===== src/ogc_pkg.sv =====
package ogc_pkg;

  // Register offsets
  localparam logic [7:0] OGC_ADDR_DIFF  = 8'hB0;
  localparam logic [7:0] OGC_ADDR_SE    = 8'hB1;
  localparam logic [7:0] OGC_ADDR_HALT  = 8'hB8;
  localparam logic [7:0] OGC_ADDR_STAT  = 8'hB9;
  localparam logic [7:0] OGC_ADDR_CLR   = 8'hBA;
  localparam logic [7:0] OGC_ADDR_PH_HI = 8'hBF;
  localparam logic [7:0] OGC_ADDR_PH_LO = 8'hC0;

  // Reset values
  localparam logic [7:0]  OGC_RST_DIFF  = 8'h00;
  localparam logic [7:0]  OGC_RST_SE    = 8'h00;
  localparam logic [7:0]  OGC_RST_HALT  = 8'h00;
  localparam logic [7:0]  OGC_RST_CLR   = 8'h00;
  localparam logic [1:0]  OGC_RST_FLAGS = 2'h3;
  localparam logic [15:0] OGC_RST_PHASE = 16'h0000;
  localparam logic [7:0]  OGC_RD_NONE   = 8'h00;

  // Widths and field positions
  localparam int OGC_DIFF_W   = 8;
  localparam int OGC_SE_W     = 4;
  localparam int OGC_NDIV     = 4;
  localparam int OGC_NSYN     = 2;
  localparam int OGC_HALT_W   = 2;
  localparam int OGC_PER_W    = 13;
  localparam int OGC_OCT_W    = 3;
  localparam int OGC_STEP_W   = 4;
  localparam int OGC_HALT_STOP = 1;
  localparam int OGC_HALT_LVL  = 0;
  localparam int OGC_BND_DIV   = 0;

  // Halt selector codes
  localparam logic [1:0] OGC_HALT_LOW  = 2'h2;
  localparam logic [1:0] OGC_HALT_HIGH = 2'h3;

  // Octant decode constants
  localparam logic [2:0] OGC_OCT_HALF = 3'h4;
  localparam logic [3:0] OGC_OCT_FULL = 4'h8;

  // Register port request
  typedef struct packed {
    logic       wr;
    logic       rd;
    logic [7:0] addr;
    logic [7:0] data;
  } ogc_req_t;

  // Committed phase offset
  typedef struct packed {
    logic [OGC_OCT_W-1:0]        octant;
    logic signed [OGC_PER_W-1:0] period;
  } ogc_phase_t;

  // Phase commit sequencer
  typedef enum logic {
    OGC_PH_IDLE  = 1'b0,
    OGC_PH_ARMED = 1'b1
  } ogc_ph_state_t;

endpackage


===== src/ogc_halt_gate.sv =====
module ogc_halt_gate
  import ogc_pkg::*;
(
  input  wire logic                  clk,
  input  wire logic                  rst,
  input  wire logic                  ce,
  input  wire logic                  div_in,
  input  wire logic [OGC_HALT_W-1:0] sel,
  output logic                       clk_out
);

  logic halted_reg;
  logic halted_next;
  logic clk_out_next;
  wire  stop_req = sel[OGC_HALT_STOP];
  wire  hold_lvl = sel[OGC_HALT_LVL];

  // Stop only once the clock sits at the hold level
  // stop at level
  assign halted_next  = stop_req & ((halted_reg & (clk_out == hold_lvl)) | (div_in == hold_lvl));
  assign clk_out_next = halted_next ? hold_lvl : div_in;

  // Gate state
  always_ff @(posedge clk or posedge rst) begin
    if (rst) begin
      halted_reg <= 1'b0;
      clk_out    <= 1'b0;
    end else if (ce) begin
      halted_reg <= halted_next;
      clk_out    <= clk_out_next;
    end
  end
endmodule


===== src/ogc_output_ctrl.sv =====
// Behaviour
// - diff mask bit enables pair, else tristate
// - single-ended mask bits 3:0 enable outputs
// - halt codes run, stop low, stop high
// - halt fields per synthesizer and divider
// - loss of lock sets sticky flag
// - flags forced set at reset
// - clear bit held high clears flag
// - signed whole-period offset for divider C
// - octant code adds 45 degree steps
module ogc_output_ctrl
  import ogc_pkg::*;
(
  input  wire logic                   clk,
  input  wire logic                   rst,
  input  wire logic                   ce,
  input  wire ogc_req_t               bus_req,
  output logic [7:0]                  rd_data,
  input  wire logic [OGC_NSYN-1:0]    lock_in,
  input  wire logic [OGC_NDIV-1:0]    div_clk_in,
  output logic [OGC_DIFF_W-1:0]       diff_oe,
  output logic [OGC_SE_W-1:0]         se_oe,
  output logic [OGC_NDIV-1:0]         halt_clk_out,
  output logic [OGC_NSYN-1:0]         unlock_flag,
  output ogc_phase_t                  phase_out,
  output logic signed [OGC_STEP_W-1:0] octant_steps
);

  // Register state
  logic [7:0]          diff_reg;
  logic [7:0]          se_reg;
  logic [7:0]          halt_reg;
  logic [7:0]          clr_reg;
  logic [7:0]          ph_hi_reg;
  logic [7:0]          ph_lo_reg;
  logic [OGC_NSYN-1:0] unlock_reg;
  logic [OGC_NSYN-1:0] unlock_next;
  ogc_phase_t          phase_reg;
  ogc_phase_t          stage;
  logic signed [OGC_STEP_W-1:0] steps_reg;
  logic signed [OGC_STEP_W-1:0] steps_next;
  ogc_ph_state_t       ph_state_reg;
  ogc_ph_state_t       ph_state_next;
  logic [7:0]          rd_data_reg;
  logic [7:0]          rd_mux;

  // Synchronisers for lock and divider clocks
  logic [OGC_NSYN-1:0] lock_meta;
  logic [OGC_NSYN-1:0] lock_sync;
  logic [OGC_NDIV-1:0] div_meta;
  logic [OGC_NDIV-1:0] div_sync;
  logic                bnd_dly;

  // Write and read decode
  wire wr_diff  = ce & bus_req.wr & (bus_req.addr == OGC_ADDR_DIFF);
  wire wr_se    = ce & bus_req.wr & (bus_req.addr == OGC_ADDR_SE);
  wire wr_halt  = ce & bus_req.wr & (bus_req.addr == OGC_ADDR_HALT);
  wire wr_clr   = ce & bus_req.wr & (bus_req.addr == OGC_ADDR_CLR);
  wire wr_ph_hi = ce & bus_req.wr & (bus_req.addr == OGC_ADDR_PH_HI);
  wire wr_ph_lo = ce & bus_req.wr & (bus_req.addr == OGC_ADDR_PH_LO);
  wire rd_stb   = ce & bus_req.rd;

  // Divider boundary: rising edge of synth 0 divider C
  wire boundary = div_sync[OGC_BND_DIV] & ~bnd_dly;

  // Read mux, unmapped reads zero
  assign rd_mux =
    (bus_req.addr == OGC_ADDR_DIFF)  ? diff_reg :
    (bus_req.addr == OGC_ADDR_SE)    ? se_reg :
    (bus_req.addr == OGC_ADDR_HALT)  ? halt_reg :
    (bus_req.addr == OGC_ADDR_STAT)  ? {{(8-OGC_NSYN){1'b0}}, unlock_reg} :
    (bus_req.addr == OGC_ADDR_CLR)   ? clr_reg :
    (bus_req.addr == OGC_ADDR_PH_HI) ? ph_hi_reg :
    (bus_req.addr == OGC_ADDR_PH_LO) ? ph_lo_reg :
    OGC_RD_NONE;

  // set on unlock, set beats clear
  assign unlock_next = ~lock_sync | (unlock_reg & ~clr_reg[OGC_NSYN-1:0]);

  // Staged phase word from the two bytes
  assign stage = ogc_phase_t'({ph_hi_reg, ph_lo_reg});

  // octant code to signed 45 degree steps
  function automatic logic signed [OGC_STEP_W-1:0] oct_steps(input logic [OGC_OCT_W-1:0] c);
    logic [OGC_STEP_W-1:0] w;
    w = {1'b0, c};
    if (c < OGC_OCT_HALF) begin
      oct_steps = -$signed(w);
    end else begin
      oct_steps = $signed(OGC_OCT_FULL - w);
    end
  endfunction

  assign steps_next = oct_steps(stage.octant);

  // commit sequencer waits for a boundary
  always_comb begin
    ph_state_next = ph_state_reg;
    case (ph_state_reg)
      OGC_PH_IDLE: begin
        if (wr_ph_lo) begin
          ph_state_next = OGC_PH_ARMED;
        end
      end
      OGC_PH_ARMED: begin
        if (wr_ph_lo) begin
          ph_state_next = OGC_PH_ARMED;
        end else if (ce && boundary) begin
          ph_state_next = OGC_PH_IDLE;
        end
      end
      default: ph_state_next = OGC_PH_IDLE;
    endcase
  end

  // Commit only on an armed boundary
  wire commit = ce & boundary & (ph_state_reg == OGC_PH_ARMED);

  // Two-stage synchronisers
  always_ff @(posedge clk or posedge rst) begin
    if (rst) begin
      lock_meta <= '0;
      lock_sync <= '0;
      div_meta  <= '0;
      div_sync  <= '0;
      bnd_dly   <= 1'b0;
    end else if (ce) begin
      lock_meta <= lock_in;
      lock_sync <= lock_meta;
      div_meta  <= div_clk_in;
      div_sync  <= div_meta;
      bnd_dly   <= div_sync[OGC_BND_DIV];
    end
  end

  always_ff @(posedge clk or posedge rst) begin
    if (rst) begin
      diff_reg <= OGC_RST_DIFF;
      se_reg   <= OGC_RST_SE;
    end else begin
      if (wr_diff) diff_reg <= bus_req.data;
      if (wr_se)   se_reg   <= bus_req.data;
    end
  end

  // Halt selectors and clear controls
  always_ff @(posedge clk or posedge rst) begin
    if (rst) begin
      halt_reg <= OGC_RST_HALT;
      clr_reg  <= OGC_RST_CLR;
    end else begin
      if (wr_halt) halt_reg <= bus_req.data;
      if (wr_clr)  clr_reg  <= bus_req.data;
    end
  end

  always_ff @(posedge clk or posedge rst) begin
    if (rst) begin
      unlock_reg <= OGC_RST_FLAGS;
    end else if (ce) begin
      unlock_reg <= unlock_next;
    end
  end

  // Phase staging bytes
  always_ff @(posedge clk or posedge rst) begin
    if (rst) begin
      ph_hi_reg <= OGC_RST_PHASE[15:8];
      ph_lo_reg <= OGC_RST_PHASE[7:0];
    end else begin
      if (wr_ph_hi) ph_hi_reg <= bus_req.data;
      if (wr_ph_lo) ph_lo_reg <= bus_req.data;
    end
  end

  always_ff @(posedge clk or posedge rst) begin
    if (rst) begin
      phase_reg    <= ogc_phase_t'(OGC_RST_PHASE);
      steps_reg    <= '0;
      ph_state_reg <= OGC_PH_IDLE;
    end else if (ce) begin
      ph_state_reg <= ph_state_next;
      if (commit) begin
        phase_reg <= stage;
        steps_reg <= steps_next;
      end
    end
  end

  // Registered read data
  always_ff @(posedge clk or posedge rst) begin
    if (rst) begin
      rd_data_reg <= OGC_RD_NONE;
    end else if (rd_stb) begin
      rd_data_reg <= rd_mux;
    end
  end

  // one halt gate per divider, two bits each
  genvar gi;
  generate
    for (gi = 0; gi < OGC_NDIV; gi++) begin : g_halt
      ogc_halt_gate u_gate (
        .clk     (clk),
        .rst     (rst),
        .ce      (ce),
        .div_in  (div_sync[gi]),
        .sel     (halt_reg[gi*OGC_HALT_W +: OGC_HALT_W]),
        .clk_out (halt_clk_out[gi])
      );
    end
  endgenerate

  // Outputs straight from flops; upper single-ended bits unused
  assign diff_oe      = diff_reg;
  assign se_oe        = se_reg[OGC_SE_W-1:0];
  assign unlock_flag  = unlock_reg;
  assign phase_out    = phase_reg;
  assign octant_steps = steps_reg;
  assign rd_data      = rd_data_reg;
endmodule


===== config.mk =====
export PLATFORM = sky130hd
export DESIGN_NAME = ogc_output_ctrl
export DESIGN_NICKNAME = d
export VERILOG_FILES = /design/src/ogc_pkg.sv /design/src/ogc_halt_gate.sv /design/src/ogc_output_ctrl.sv
export SDC_FILE = /design/constraint.sdc
export NUM_CORES = 1
export LEC_CHECK = 0
export BUFFER_PORTS_ARGS = -buffer_cell sky130_fd_sc_hd__buf_2
export CAP_MARGIN = 30
export CORE_MARGIN = 2
export CORE_UTILIZATION = 60
export DETAILED_ROUTE_END_ITERATION = 16
export PLACE_DENSITY = 0.89
export SETUP_SLACK_MARGIN = 0.15
export SLEW_MARGIN = 5
export SYNTH_ARGS = -nofsm -noshare
export SYNTH_HDL_FRONTEND = slang
export SYNTH_SLANG_ARGS = --single-unit

===== constraint.sdc =====
create_clock -name clk -period 9.59 [get_ports clk]
set_input_delay 2.3975 -clock clk [delete_from_list [all_inputs] [get_ports clk]]
set_output_delay 2.3975 -clock clk [all_outputs]
set_load 0.005 [all_outputs]

==> key figures <==
Routing
  – Drc violations: 0
  – Vias: 3497
  – Iter 0 DRT Violations: 303
  – First-pass DRT Iterations: 5
  – Routed Antenna Nets: 0
  – Drt total wl: 10.6 mm
  – WL per Instance: 19.1 µm
  – Vias/cell: 6.31

Timing
  – Final worst setup slack: 5.34 ns
  – Final setup violation count: 0
  – Setup tns final: 0 ns
  – Peak Freq: 235 MHz
  – RSZ-0062 raised after global routing: no
  – Min Tclk post-route: 4.25 ns
  – Hold slack: 0.435 ns
  – Slew HR: 0.518
  – Worst-Margin Slew: 0.722 ns
  – Final Hold Fails: 0
  – Slew Viols, Final: 0
  – Final cycle utilization of the critical path: 0.443
  – Skew final: 0.0118 ns

Outcome
  – Status: finished, final reports clean

Die
  – Row count: 32
  – Initial Util: 0.611
  – Die area: 0.00851 mm²
  – IO Pins: 73
  – DIE HEIGHT: 92.3 µm
  – Core Area: 0.00765 mm²
  – Die width: 92.3 µm

Finish
  – Fraction of layout cells with a size suffix above 1: 0.392
  – Nets@finish: 475
  – Most frequent cells in the layout: 97 x dfrtp_1, 74 x mux2_2, 72 x buf_2
  – Synth-to-layout area growth: 12.8%
  – ANT cells: 0
  – Max reg flops: 16
  – Filler cells: 548
  – Most common cell after layout, fill and taps aside: dfrtp_1

Global routing
  – First-pass GRT wire length: 17.3 mm
  – Vias in the first global route: 3242
  – Largest net degree at the start of global routing: 48
  – Initial antenna violation count: 0
  – Total GRT Usage: 0.265
  – Global route total overflow: 0

Clock tree
  – Clock Latency Late Sink: 0.37 ns
  – CTS Root Cell: clkbuf_8
  – Hold-fix buffers, CTS: 0
  – Postcts setup bufs: 0
  – Reg clk slew, reported paths: 0.09 ns
  – H-tree depth: 3
  – Post-CTS resize count: 0
  – Sink Count: 99
  – CTS tree: yes
  – CTS buffer count: 9
  – Clock Path Buffers: 2

Setup path
  – Critical Path RT: 9.85 ns
  – R2R cell count: 4
  – Worst Path Max Fanout: 11
  – Crit end category: flop
  – Crit path kind: primary input to flop
  – Worst EP arrival: 4.51 ns
  – Startpoint type of the worst setup path: primary input

Yosys
  – Xor/xnor cell area share of the yosys netlist: 0.0131
  – EDFF count, synth: 0
  – Largest family of logic cells by synthesized area: multiplexers
  – Register bit total from synthesis: 99
  – Synthesized net count: 417
  – Compound-gate portion of the synthesized area: 0.109
  – Mapped Cells: 389
  – Ys Warns: 0
  – Post-synthesis adder-cell area fraction: 0.00268
  – Post-synth ARST share: 1.00
  – Unique masters post-synth: 51
  – Cell Area, Synth: 0.00468 mm²
  – Primary FF master, synth: dfrtp_1
  – Average size of a mapped cell: 12.0 µm²
  – Synth Area in Simple Gates: 0.119
  – Mux cell area share after synthesis: 0.182
  – Sequential share of the synthesized area: 0.530

Power and ir drop
  – Worst vdd ir: 0.0000769 V
  – Pwr Density: 157 mW/mm²
  – LEAKAGE: 2.63 nW
  – Tot Pwr: 828 µW

Placement
  – Final HPWL DP: 7.24 mm
  – Place WS: 5.10 ns
  – PortBufs: 72
  – Final GP Congestion: 0.894

Run
  – Max Cap Viol: 0

Worst hold path
  – Worst hold path cell count: 1
  – Worst Hold Class: flop to flop
## stage by stage
| step | cell area, µm² | utilization | std cells |
|---|---|---|---|
| after floorplan | 4680 | - | 389 |
| after global placement | 5010 | 0.656 | 536 |
| after detailed placement | 5050 | 0.661 | 538 |
| after CTS | 5280 | 0.690 | 554 |
| after global routing | 5280 | 0.690 | 554 |
| final | 5280 | 0.690 | 554 |
## cell families (layout without fill, tap and decap cells)
kind of cell / count (synthesis) / count (layout)
xor gates and xnor gates: 7 / 7
DFF: 99 / 99
and+or+nand+nor: 92 / 92
adders and majority gates: 1 / 1
muxes: 76 / 76
AOI/OAI and AO/OA: 75 / 75
buffers and inverters: 39 / 102
## power by group
group,internal (mW),switching (mW)
Sequential,0.436,0.0168
Clock,0.155,0.142
Combinational,0.0328,0.0453
Total,0.624,0.204
## worst max-delay path, cell delays in order
cell      delay (ns)
buf_2           0.11
nand4b_1        0.53
nor3_1          0.62
and4bb_2        0.48
mux2_2          0.38
## cell usage after synthesis (all sizes together), types with 2 or more instances
master,number,share of area
a211o,4,0.0075
a211oi,6,0.0096
a21o,2,0.0032
a21oi,14,0.015
a221o,2,0.0043
a221oi,3,0.0056
a22o,7,0.013
a22oi,3,0.0048
a31oi,2,0.0027
and2,3,0.0045
and3,2,0.0027
and4bb,2,0.0054
buf,20,0.028
clkbuf,8,0.0064
dfrtp,97,0.52
dfstp,2,0.011
inv,11,0.0088
mux2,74,0.18
mux2i,2,0.0043
nand2,25,0.020
nand3,22,0.026
nand3b,3,0.0048
nand4,4,0.0094
nor2,10,0.012
nor2b,7,0.0094
nor3,7,0.0099
o21ai,19,0.020
o221ai,2,0.0037
o22ai,2,0.0027
o2bb2ai,4,0.0075
o31ai,2,0.0032
xnor2,4,0.0075
xor2,3,0.0056
## layout make-up
class	count	area [µm²]	share of cell area
Timing Repair Buffer	75	407	0.0771
Inverter	11	43.8	0.00830
Tap cell	102	128	0.0242
Multi-Input combinational cell	251	2000	0.378
Sequential cell	99	2480	0.470
Clock inverter	4	76.3	0.0145
Clock buffer	12	145	0.0275
## worst paths after layout
check                                       to          from  slack (ns)
worst max-delay path                clr_reg[0]   bus_req[14]        5.34
worst min-delay path            unlock_flag[1]  lock_sync[1]        0.44
worst max register to register      rd_data[3]  ph_hi_reg[3]        8.16
worst min register to register  unlock_flag[1]  lock_sync[1]        0.44
max in group asynchronous       unlock_flag[1]           rst        6.63
min in group asynchronous           diff_oe[7]           rst        1.92
## per-layer routing
| layer | track usage | wire length, µm | up-vias |
|---|---|---|---|
| li1 | - | - | 1538 |
| met1 | 0.378 | 4550 | 1744 |
| met2 | 0.407 | 5040 | 187 |
| met3 | 0.0477 | 675 | 28 |
| met4 | 0.101 | 303 | 0 |
| met5 | 0 | 0 | - |
Note: power is estimated with default switching activity, not from simulation.
